[src/pkg/irq_enable_pending_regs.vh]
// offsets, field layouts, masks and reset values of the interrupt enable/pending slice
// Function
// RULE1: channel 1 handler address bits 31..1 read-write
// RULE2: bit 0 switches fast channel 1 on
// RULE3: enable-set low word sets enables
// RULE4: enable-set high word sets irqs 32-38
// RULE5: enable-clear low word clears enables
// RULE6: enable-clear high word clears irqs 32-38
// RULE7: pending-set low word marks 12,14,16-31
// RULE8: pending-set bits 2,3 mark irqs 2,3
// RULE9: eight-bit field picks channel 1 irq number
// RULE10: pending-clear write-one clears pending flag
// RULE11: shared enable flag, clear beats set
`ifndef IRQ_ENABLE_PENDING_REGS_VH
`define IRQ_ENABLE_PENDING_REGS_VH

`define NUM_IRQ        39
`define ADDR_W         12

`define OFF_FV_ID      12'h050
`define OFF_FV1_ADDR   12'h064
`define OFF_EN_SET_LO  12'h100
`define OFF_EN_SET_HI  12'h104
`define OFF_EN_CLR_LO  12'h180
`define OFF_EN_CLR_HI  12'h184
`define OFF_PD_SET_LO  12'h200
`define OFF_PD_SET_HI  12'h204
`define OFF_PD_CLR_LO  12'h280
`define OFF_PD_CLR_HI  12'h284

`define FV_ID_LSB      8
`define FV_ID_MSB      15

`define EN_LO_MASK     32'hFFFF5000
`define PD_LO_MASK     32'hFFFF500C
`define HI_MASK        32'h0000007F

`define RST_ADDR       31'h00000000
`define RST_ID         8'h00
`define RST_ON         1'b0
`define RST_FLAGS      39'h0000000000

`define RESP_OKAY      2'b00
`define RESP_DECERR    2'b11

`endif

[src/rtl/irq_flag_bank.v]
// per-interrupt enable and pending flags with their set/clear priorities
`include "irq_enable_pending_regs.vh"

module irq_flag_bank (
  input  wire        clk,
  input  wire        rst_n,
  input  wire [38:0] enSet,
  input  wire [38:0] enClr,
  input  wire [38:0] pdSet,
  input  wire [38:0] pdClr,
  input  wire [38:0] hwEvent,
  input  wire [38:0] irqTaken,
  output wire [38:0] enFlags,
  output wire [38:0] pdFlags
);

  genvar i;
  generate
    for (i = 0; i < `NUM_IRQ; i = i + 1) begin : gFlag
      // one flop pair per irq, so each flag has a single driving process
      reg en_r;
      reg pd_r;
      always @(posedge clk or negedge rst_n) begin
        if (!rst_n) begin
          en_r <= 1'b0;
          pd_r <= 1'b0;
        end else begin
          if (enClr[i]) begin
            en_r <= 1'b0; // see RULE11
          end else if (enSet[i]) begin
            en_r <= 1'b1;
          end
          // an event in the clearing cycle must not be lost
          if (pdSet[i] || hwEvent[i]) begin
            pd_r <= 1'b1;
          end else if (pdClr[i] || irqTaken[i]) begin
            pd_r <= 1'b0; // see RULE10
          end
        end
      end
      assign enFlags[i] = en_r;
      assign pdFlags[i] = pd_r;
    end
  endgenerate

endmodule // irq_flag_bank

[src/rtl/irq_enable_pending_regs.v]
// axi4-lite register slice: fast channel 1 and irq enable/pending
//
// The AXI4-Lite interface to the registers was left to the implementer.
`include "irq_enable_pending_regs.vh"

module irq_enable_pending_regs (
  input  wire        clk,
  input  wire        rst_n,
  input  wire [11:0] s_axi_awaddr,
  input  wire        s_axi_awvalid,
  output wire        s_axi_awready,
  input  wire [31:0] s_axi_wdata,
  input  wire [3:0]  s_axi_wstrb,
  input  wire        s_axi_wvalid,
  output wire        s_axi_wready,
  output wire [1:0]  s_axi_bresp,
  output wire        s_axi_bvalid,
  input  wire        s_axi_bready,
  input  wire [11:0] s_axi_araddr,
  input  wire        s_axi_arvalid,
  output wire        s_axi_arready,
  output wire [31:0] s_axi_rdata,
  output wire [1:0]  s_axi_rresp,
  output wire        s_axi_rvalid,
  input  wire        s_axi_rready,
  input  wire [38:0] hwEvent,
  input  wire [38:0] irqTaken,
  output wire [38:0] irqEnable,
  output wire [38:0] irqPending,
  output wire [38:0] irqRequest,
  output wire        fastCh1On,
  output wire [31:0] fastCh1HandlerAddr,
  output wire [7:0]  fastCh1IrqNumber
);

  reg  [11:0] awAddr_r;
  reg         awHeld_r;
  reg  [31:0] wData_r;
  reg  [3:0]  wStrb_r;
  reg         wHeld_r;
  reg         bValid_r;
  reg  [1:0]  bResp_r;
  reg  [31:0] rData_r;
  reg  [1:0]  rResp_r;
  reg         rValid_r;

  reg  [30:0] fvAddr_r;
  reg         fvOn_r;
  reg  [7:0]  fvNum_r;

  reg  [38:0] enSet;
  reg  [38:0] enClr;
  reg  [38:0] pdSet;
  reg  [38:0] pdClr;
  reg         wrHit;

  wire        wrFire;
  wire        rdFire;
  wire [31:0] byteMask;
  wire [31:0] w1;
  wire [31:0] fvWord;
  wire [38:0] enFlags;
  wire [38:0] pdFlags;

  // one write in flight: address and data held until the response
  assign s_axi_awready = !awHeld_r;
  assign s_axi_wready  = !wHeld_r;
  assign wrFire        = awHeld_r && wHeld_r && !bValid_r;
  assign s_axi_bvalid  = bValid_r;
  assign s_axi_bresp   = bResp_r;

  // new read only once the previous data were taken
  assign s_axi_arready = !rValid_r;
  assign rdFire        = s_axi_arvalid && !rValid_r;
  assign s_axi_rvalid  = rValid_r;
  assign s_axi_rdata   = rData_r;
  assign s_axi_rresp   = rResp_r;

  assign byteMask = {{8{wStrb_r[3]}},
                     {8{wStrb_r[2]}},
                     {8{wStrb_r[1]}},
                     {8{wStrb_r[0]}}};
  // write-one bits only act in lanes actually written
  assign w1 = wData_r & byteMask;

  always @(posedge clk or negedge rst_n) begin
    if (!rst_n) begin
      awAddr_r <= 12'h000;
      awHeld_r <= 1'b0;
    end else if (s_axi_awvalid && !awHeld_r) begin
      awAddr_r <= s_axi_awaddr;
      awHeld_r <= 1'b1;
    end else if (wrFire) begin
      awHeld_r <= 1'b0;
    end
  end

  always @(posedge clk or negedge rst_n) begin
    if (!rst_n) begin
      wData_r <= 32'h00000000;
      wStrb_r <= 4'h0;
      wHeld_r <= 1'b0;
    end else if (s_axi_wvalid && !wHeld_r) begin
      wData_r <= s_axi_wdata;
      wStrb_r <= s_axi_wstrb;
      wHeld_r <= 1'b1;
    end else if (wrFire) begin
      wHeld_r <= 1'b0;
    end
  end

  always @(posedge clk or negedge rst_n) begin
    if (!rst_n) begin
      bValid_r <= 1'b0;
      bResp_r  <= `RESP_OKAY;
    end else if (wrFire) begin
      bValid_r <= 1'b1;
      bResp_r  <= wrHit ? `RESP_OKAY : `RESP_DECERR;
    end else if (s_axi_bready) begin
      bValid_r <= 1'b0;
    end
  end

  // write decode into one-cycle set/clear strobes
  always @* begin
    enSet = `RST_FLAGS;
    enClr = `RST_FLAGS;
    pdSet = `RST_FLAGS;
    pdClr = `RST_FLAGS;
    wrHit = 1'b1;
    if (awAddr_r == `OFF_FV_ID) begin
      wrHit = 1'b1;
    end else if (awAddr_r == `OFF_FV1_ADDR) begin
      wrHit = 1'b1;
    end else if (awAddr_r == `OFF_EN_SET_LO) begin
      if (wrFire) begin
        enSet[31:0] = w1 & `EN_LO_MASK; // see RULE3
      end
    end else if (awAddr_r == `OFF_EN_SET_HI) begin
      if (wrFire) begin
        enSet[38:32] = w1[6:0]; // see RULE4
      end
    end else if (awAddr_r == `OFF_EN_CLR_LO) begin
      if (wrFire) begin
        enClr[31:0] = w1 & `EN_LO_MASK; // see RULE5
      end
    end else if (awAddr_r == `OFF_EN_CLR_HI) begin
      if (wrFire) begin
        enClr[38:32] = w1[6:0]; // see RULE6
      end
    end else if (awAddr_r == `OFF_PD_SET_LO) begin
      if (wrFire) begin
        // bits 2 and 3 included, 1..0 and 11..4 dropped
        pdSet[31:0] = w1 & `PD_LO_MASK; // see RULE7 see RULE8
      end
    end else if (awAddr_r == `OFF_PD_SET_HI) begin
      if (wrFire) begin
        pdSet[38:32] = w1[6:0];
      end
    end else if (awAddr_r == `OFF_PD_CLR_LO) begin
      if (wrFire) begin
        pdClr[31:0] = w1 & `PD_LO_MASK; // see RULE10
      end
    end else if (awAddr_r == `OFF_PD_CLR_HI) begin
      if (wrFire) begin
        pdClr[38:32] = w1[6:0]; // see RULE10
      end
    end else begin
      wrHit = 1'b0;
    end
  end

  // fast channel 1: handler address, on bit, irq number
  always @(posedge clk or negedge rst_n) begin
    if (!rst_n) begin
      fvAddr_r <= `RST_ADDR;
      fvOn_r   <= `RST_ON;
      fvNum_r  <= `RST_ID;
    end else if (wrFire) begin
      if (awAddr_r == `OFF_FV1_ADDR) begin
        if (wStrb_r[0]) begin
          fvOn_r       <= wData_r[0]; // see RULE2
          fvAddr_r[6:0] <= wData_r[7:1]; // see RULE1
        end
        if (wStrb_r[1]) begin
          fvAddr_r[14:7] <= wData_r[15:8]; // see RULE1
        end
        if (wStrb_r[2]) begin
          fvAddr_r[22:15] <= wData_r[23:16]; // see RULE1
        end
        if (wStrb_r[3]) begin
          fvAddr_r[30:23] <= wData_r[31:24]; // see RULE1
        end
      end else if (awAddr_r == `OFF_FV_ID) begin
        if (wStrb_r[1]) begin
          fvNum_r <= wData_r[`FV_ID_MSB:`FV_ID_LSB]; // see RULE9
        end
      end
    end
  end

  assign fvWord = {fvAddr_r, fvOn_r};

  // reads: set registers show the live flags, clear registers read zero
  always @(posedge clk or negedge rst_n) begin
    if (!rst_n) begin
      rValid_r <= 1'b0;
      rData_r  <= 32'h00000000;
      rResp_r  <= `RESP_OKAY;
    end else if (rdFire) begin
      rValid_r <= 1'b1;
      rResp_r  <= `RESP_OKAY;
      rData_r  <= 32'h00000000;
      if (s_axi_araddr == `OFF_FV1_ADDR) begin
        rData_r <= fvWord;
      end else if (s_axi_araddr == `OFF_FV_ID) begin
        rData_r[`FV_ID_MSB:`FV_ID_LSB] <= fvNum_r;
      end else if (s_axi_araddr == `OFF_EN_SET_LO) begin
        rData_r <= enFlags[31:0] & `EN_LO_MASK;
      end else if (s_axi_araddr == `OFF_EN_SET_HI) begin
        rData_r[6:0] <= enFlags[38:32];
      end else if (s_axi_araddr == `OFF_PD_SET_LO) begin
        rData_r <= pdFlags[31:0] & `PD_LO_MASK;
      end else if (s_axi_araddr == `OFF_PD_SET_HI) begin
        rData_r[6:0] <= pdFlags[38:32];
      end else if (s_axi_araddr == `OFF_EN_CLR_LO) begin
        rData_r <= 32'h00000000;
      end else if (s_axi_araddr == `OFF_EN_CLR_HI) begin
        rData_r <= 32'h00000000;
      end else if (s_axi_araddr == `OFF_PD_CLR_LO) begin
        rData_r <= 32'h00000000;
      end else if (s_axi_araddr == `OFF_PD_CLR_HI) begin
        rData_r <= 32'h00000000;
      end else begin
        rResp_r <= `RESP_DECERR;
      end
    end else if (s_axi_rready) begin
      rValid_r <= 1'b0;
    end
  end

  irq_flag_bank uFlags (
    .clk      (clk),
    .rst_n    (rst_n),
    .enSet    (enSet),
    .enClr    (enClr),
    .pdSet    (pdSet),
    .pdClr    (pdClr),
    .hwEvent  (hwEvent),
    .irqTaken (irqTaken),
    .enFlags  (enFlags),
    .pdFlags  (pdFlags)
  );

  assign irqEnable          = enFlags;
  assign irqPending         = pdFlags;
  // the core sees only what is both enabled and pending
  assign irqRequest         = enFlags & pdFlags;
  // handler entry is halfword aligned, bit 0 is never set
  assign fastCh1HandlerAddr = {fvAddr_r, 1'b0}; // see RULE1
  assign fastCh1On          = fvOn_r;
  assign fastCh1IrqNumber   = fvNum_r;

endmodule // irq_enable_pending_regs

[config.mk]
export PLATFORM = sky130hd
export DESIGN_NAME = irq_enable_pending_regs
export DESIGN_NICKNAME = d
export VERILOG_FILES = /design/src/rtl/irq_flag_bank.v /design/src/rtl/irq_enable_pending_regs.v
export VERILOG_INCLUDE_DIRS = /design/src /design/src/pkg
export SDC_FILE = /design/constraint.sdc
export NUM_CORES = 1
export LEC_CHECK = 0
export ABC_AREA = 1
export BUFFER_PORTS_ARGS = -buffer_cell sky130_fd_sc_hd__buf_2
export CORE_ASPECT_RATIO = 1.4
export CORE_MARGIN = 2
export CORE_UTILIZATION = 40
export DETAILED_ROUTE_END_ITERATION = 8
export PLACE_DENSITY = 0.69
export SYNTH_ARGS = -nofsm -noshare
export SYNTH_HDL_FRONTEND = slang
export SYNTH_SLANG_ARGS = --single-unit
[constraint.sdc]
create_clock -name clk -period 2.46 [get_ports clk]
set_clock_uncertainty 0.05 [all_clocks]
set_input_delay 0.492 -clock clk [delete_from_list [all_inputs] [get_ports clk]]
set_output_delay 0.492 -clock clk [all_outputs]
set_load 0.1 [all_outputs]
==> Word level (Yosys, flattened, before mapping) <==
Index checks and enable logic that the tools add are counted.
{ "totals": {"regBits": 206, "input_bits": 145, "out_inout_bits": 199, "word_cells": 519} }
{ "classes": {"eq_ne": 20, "mux": 228, "n_bitwise": 3, "n_reduce_logical": 174} }
{ "ops": {"columns": ["cell", "n"], "rows": [
  ["2-to-1 mux 39 bit", 20],
  ["2-to-1 mux 32 bit", 9],
  ["2-to-1 mux 1 bit", 173],
  ["nonzero test 2 bit", 82],
  ["== test 12 x 10 -> 1 bit (second input constant)", 8],
  ["== test 12 x 9 -> 1 bit (second input constant)", 8],
  ["logical OR 1 bit", 78],
  ["2-to-1 mux 7 bit", 11],
  ["== test 12 x 7 -> 1 bit (second input constant)", 4],
  ["bitwise AND 39 bit", 1],
  ["bitwise AND 32 bit", 1],
  ["2-to-1 mux 25 bit", 1],
  ["2-to-1 mux 2 bit", 11],
  ["2-to-1 mux 16 bit", 1],
  ["2-to-1 mux 8 bit", 2],
  ["AND reduction 3 bit", 4],
  ["logical AND 1 bit", 5],
  ["logical NOT 1 bit", 4],
  ["AND reduction 4 bit", 1],
  ["NOT 1 bit", 1]
]} }

==> Depth between registers and ports, before layout <==
{ "logic_depth": {"depth_word": 16, "ltp_mapped": 10, "depth_no_buf": 9} }

==> Hierarchy <==
A second synthesis with hierarchy kept.
{ "hier_totals": {"cells_unflattened": 1374, "area_unflattened_um2": 10551.4} }
{ "by_module_without_submodules": {"columns": ["mod", "n_inst", "cells_per_inst", "area_each_um2", "seq_area_each_um2"], "rows": [
  ["irq_enable_pending_regs", 1, 984, 7135.6, 3153.0],
  ["irq_flag_bank", 1, 390, 3415.8, 1951.9]
]} }

==> Worst setup path after synthesis <==
No wires, ideal clock.
{ "synth_path": {"kind": "reg2reg", "start": "register rValid_r (netlist: s_axi_rvalid)", "end": "register rData_r[1] (netlist: s_axi_rdata[1])", "setup_time_ns": 0.121, "arrival_ns": 2.473, "t_required_ns": 2.289, "setup_slack_ns": -0.184, "path_stages_with_launch": 8, "path_buffers": 1, "synth_period_minus_slack_ns": 2.644, "path_cell_list": "dfrtp_1 inv_1 nand2_1 inv_2 clkbuf_1 nand2_1 nor3_1 nor2_1"} }
{ "synth_via": {"elab_chain_cells": 2} }
{ "synth_lines": {"columns": ["element", "line_no", "source"], "rows": [
  ["start: declaration", "irq_enable_pending_regs.v:45", "reg rValid_r;"],
  ["start signal: assignment", "irq_enable_pending_regs.v:207", "rValid_r <= 1'b0;"],
  ["start signal: assignment", "irq_enable_pending_regs.v:211", "rValid_r <= 1'b1;"],
  ["start signal: assignment", "irq_enable_pending_regs.v:238", "rValid_r <= 1'b0;"],
  ["logical NOT 1 bit", null, null],
  ["net s_axi_arready", "irq_enable_pending_regs.v:21", "output wire s_axi_arready,"],
  ["logical AND 1 bit", "irq_enable_pending_regs.v:74", "assign rdFire = s_axi_arvalid && !rValid_r;"],
  ["end signal: assignment", "irq_enable_pending_regs.v:215", "rData_r <= fvWord;"],
  ["end signal: indexed assignment", "irq_enable_pending_regs.v:217", "rData_r[`FV_ID_MSB:`FV_ID_LSB] <= fvNum_r;"],
  ["end signal: assignment", "irq_enable_pending_regs.v:219", "rData_r <= enFlags[31:0] & `EN_LO_MASK;"],
  ["end: declaration", "irq_enable_pending_regs.v:43", "reg [31:0] rData_r;"]
]} }
The timed path passes the listed nets, and every way through them passes these cells.
A chain may end at the register's enable or synchronous reset.

==> Worst setup path after layout <==
{ "layout_path": {"start": "register uFlags.gFlag[31].en_r", "end": "output port irqRequest[31]"} }
{ "layout_via": {"elab_chain_cells": 1} }
{ "layout_lines": {"columns": ["element", "line_no", "source"], "rows": [
  ["start: declaration", "irq_flag_bank.v:21", "reg en_r;"],
  ["start signal: assignment", "irq_flag_bank.v:25", "en_r <= 1'b0;"],
  ["start signal: assignment", "irq_flag_bank.v:29", "en_r <= 1'b0;"],
  ["start signal: assignment", "irq_flag_bank.v:31", "en_r <= 1'b1;"],
  ["bitwise AND 39 bit", "irq_enable_pending_regs.v:258", "assign irqRequest = enFlags & pdFlags;"],
  ["end: declaration", "irq_enable_pending_regs.v:30", "output wire [38:0] irqRequest,"]
]} }
No other way between the ends.

==> run_results.csv <==
group,metric,value,unit
outcome,status,"complete, no violations",
sta,setup_tns,0,ns
final_layout,drive_gt1_share,28.8,%
floorplanning,coreArea,24100,µm²
synth,synth_ff_type,"dfrtp_1",
synth,ys_types,36,
synth,synth_top_area_cell,"dfrtp_1",
critical_path,crit_chain,"nand2_1, inv_1, buf_2",
clock_tree,clockRootBuffer,"clkbuf_16",
final_layout,nNetsFinal,1597,
floorplanning,ios,344,
route,first_iter_violations,368,
power_and_ir_drop,leakage,0.00667,µW
critical_path,cp_slowest_cell,"dfrtp_1",
route,post_drt_wl_per_cell,16.0,µm
route,drc,0,
sta,rsz0062_at_grt,"no",
sta,setup_viol,0,
sta,slew_headroom,60.4,%
sta,maxSlewViolCount,0,
floorplanning,rows,67,
clock_tree,cts_buffer_depth,2,
synth,ys_ff_latch,190,
floorplanning,die-area,25800,µm²
place,gp_congestion,0.855,
synth,ys_top_cells_by_area,"dfrtp_1, nand2_1, buf_4",
place,dp_hpwl,21200,µm
floorplanning,fp.dieH,189,µm
synth,yosys_warnings,0,
global_route,grt_use_total,22.2,%
sta,max_freq,502,MHz
synth,syn_inst,1198,
critical_path,critical-path-top-delay-family,"buffers and inverters",
critical_path,cp.arrival,1.45,ns
route,drt_wl_total,28400,µm
synth,async_flop_share,100,%
floorplanning,initial_utilization,40.8,%
final_layout,diodes,0,
sta,worst_pin_slew,0.594,ns
clock_tree,cts_made_buffers,17,
clock_tree,worstSkewPairLatency,0.44,ns
power_and_ir_drop,clock_power_share,26.5,%
global_route,grt_pass1_wl,43500,µm
run,cap_violations,0,
hold_path,min_path_type,"primary input to asynchronous set/reset pin",
sta,holdWs,0.00820,ns
synth,synth_area,9820,µm²
final_layout,syn_to_final_growth,20.0,%
global_route,grt_pass1_vias,8328,
power_and_ir_drop,power.internal,5820,µW
critical_path,r2r_setup_slack,0.55,ns
synth,synth_edf_count,0,
route,ant_nets,0,
power_and_ir_drop,switchingPower,4210,µW
critical_path,timing_worst_setup_path_type,"flip-flop to primary output",
critical_path,worstPathMaxFanout,4,
sta,finalCritPeriodShare,80.9,%
power_and_ir_drop,combPwrFrac,33.5,%
route,via_per_inst,4.76,
route,dr.pass1.iters,5,
clock_tree,cts_tree,"yes",
route,vias,8456,
clock_tree,post_cts_buffers,0,
critical_path,critPathCaptureType,"primary output",
global_route,grt_start_max_net_pins,68,
synth,seq_area_frac_synth,48.4,%
synth,syn_area_per_cell,8.20,µm²
sta,period_needed,1.99,ns
critical_path,critPathRequiredTime,1.92,ns
power_and_ir_drop,powerDensity,851,nW/µm²
critical_path,path_buf_inv,2,
synth,synth_top_area_share,48.4,%
sta,hold_violations,0,
critical_path,critPathLaunchType,"flip-flop",
floorplanning,die_w,136,µm
clock_tree,cts_sinks,190,
place,numPortBuffers,314,
clock_tree,hold_buffers,0,
global_route,antenna_found_initial,1,
clock_tree,cts_resized,0,
power_and_ir_drop,peakVddDrop,0.000567,V
critical_path,crit_cells,3,
clock_tree,clk_pin_slew,0.07,ns
final_layout,fill_cells,2374,
critical_path,rr_worst_depth,7,
power_and_ir_drop,seqPwrFrac,40.0,%
global_route,grt-ovfl-total,0,
clock_tree,htree_levels,4,
power_and_ir_drop,swShare,42.0,%
critical_path,cpPeakStageDelay,0.44,ns
-- metrics by stage --
step	area, µm²	power [µW]	worst slack, ns	instances	util [%]
after CTS	11800	10100	0.440	1775	49.0
after floorplan	9930	6770	0.266	1226	-
final	11800	10000	0.470	1775	49.0
after global routing	11800	10500	0.415	1775	49.0
after detailed placement	11200	7460	0.544	1743	46.7
after global placement	11200	7390	0.581	1743	46.7
-- metal layers --
metal  routed length [µm]  GRT usage (%)  share of wire, %
met1                10600           23.8                37
met2                15300           41.8                54
met3                 1560           4.18               5.5
met4                  896           9.42               3.2
met5                   17              0             0.060
-- final timing paths --
path | from | end
worst min-delay path | rst_n | awHeld_r$_DFFE_PN0P_
worst max-delay path | uFlags.gFlag[31].en_r$_DFFE_PN0P_ | irqRequest[31]
max in group asynchronous | rst_n | fvAddr_r[9]$_DFFE_PN0P_
worst max register to register | awAddr_r[10]$_DFFE_PN0P_ | uFlags.gFlag[17].pd_r$_DFFE_PN0P_
worst min register to register | s_axi_rdata[15]$_DFFE_PN0P_ | s_axi_rdata[15]$_DFFE_PN0P_
min in group clk | irqTaken[11] | uFlags.gFlag[11].pd_r$_DFFE_PN0P_
-- final cells by class --
class / count / area [µm²] / area share (%)
clock buffer: 19 / 443 / 3.76
clock inverter: 13 / 116 / 0.987
inverter: 155 / 592 / 5.02
multi-input combinational: 754 / 3690 / 31.3
sequential: 190 / 4760 / 40.4
tap: 310 / 388 / 3.29
timing repair buffer: 334 / 1810 / 15.3
-- cell families after synthesis --
kind of cell | after synthesis | synth area share, %
simple gates | 544 | 23.8
buf+inv | 282 | 15.3
compound gates | 164 | 10.5
other cells | 1 | 0.0382
flops | 190 | 48.4
mux | 17 | 1.95
-- state kept, by name, summed over array words and instances (netlist names), 4 cells and up --
name / count
awAddr_r: 12
fastCh1IrqNumber: 8
fvAddr_r: 31
s_axi_rdata: 32
uFlags.gFlag.en_r: 25
uFlags.gFlag.pd_r: 39
wData_r: 32
wStrb_r: 4
-- synth_stat cells, types with 2 or more instances --
cell / number
nand2_1: 266
dfrtp_1: 190
nor2_1: 166
inv_1: 150
buf_4: 96
o21bai_1: 73
nand3_1: 67
a21oi_1: 31
o22ai_1: 23
o21ai_0: 22
buf_2: 17
mux2_2: 17
nand2_2: 16
o21ai_1: 14
clkbuf_1: 9
nor3_1: 7
nand4_1: 5
nor2_4: 5
inv_2: 3
nor2_8: 3
buf_6: 2
nor3_2: 2
-- power groups by stage --
stage,Clock (µW),Combinational [µW],Sequential [µW]
after CTS,2710,3390,4010
after global placement,0,3350,4040
after floorplan,0,2090,4680
after global routing,2830,3620,4080
after detailed placement,0,3390,4070
final,2660,3360,4010
-- worst register-to-register path: stages (launching register included) --
cell	delay, ns
dfrtp_1	0.36
inv_1	0.08
nand2_2	0.10
nor3_2	0.24
nand2_1	0.38
buf_4	0.37
o21bai_1	0.15
o21bai_1	0.12
-- cells in the final DEF, fill, tap and decap left out, types with 2 or more instances in the layout --
| master | netlist | final |
|---|---|---|
| o21bai_1 | 73 | 73 |
| nor2_8 | 3 | 3 |
| conb_1 | 1 | 29 |
| clkbuf_8 | 1 | 2 |
| buf_2 | 17 | 313 |
| nand3_1 | 67 | 67 |
| buf_4 | 96 | 14 |
| inv_6 | 1 | 3 |
| clkinvlp_4 | 0 | 4 |
| nand4_1 | 5 | 5 |
| inv_2 | 3 | 3 |
| buf_12 | 1 | 6 |
| nand2_2 | 16 | 17 |
| o22ai_1 | 23 | 23 |
| o21ai_1 | 14 | 14 |
| nand2_1 | 266 | 265 |
| nor2_1 | 166 | 165 |
| clkinv_4 | 0 | 3 |
| a21oi_1 | 31 | 31 |
| dfrtp_1 | 190 | 189 |
| nor3_2 | 2 | 2 |
| nor2_4 | 5 | 6 |
| clkbuf_16 | 0 | 17 |
| mux2_2 | 17 | 17 |
| nor3_1 | 7 | 7 |
| clkinv_2 | 1 | 5 |
| inv_1 | 150 | 149 |
| o21ai_0 | 22 | 22 |
Power figures use the tool's default switching activity.
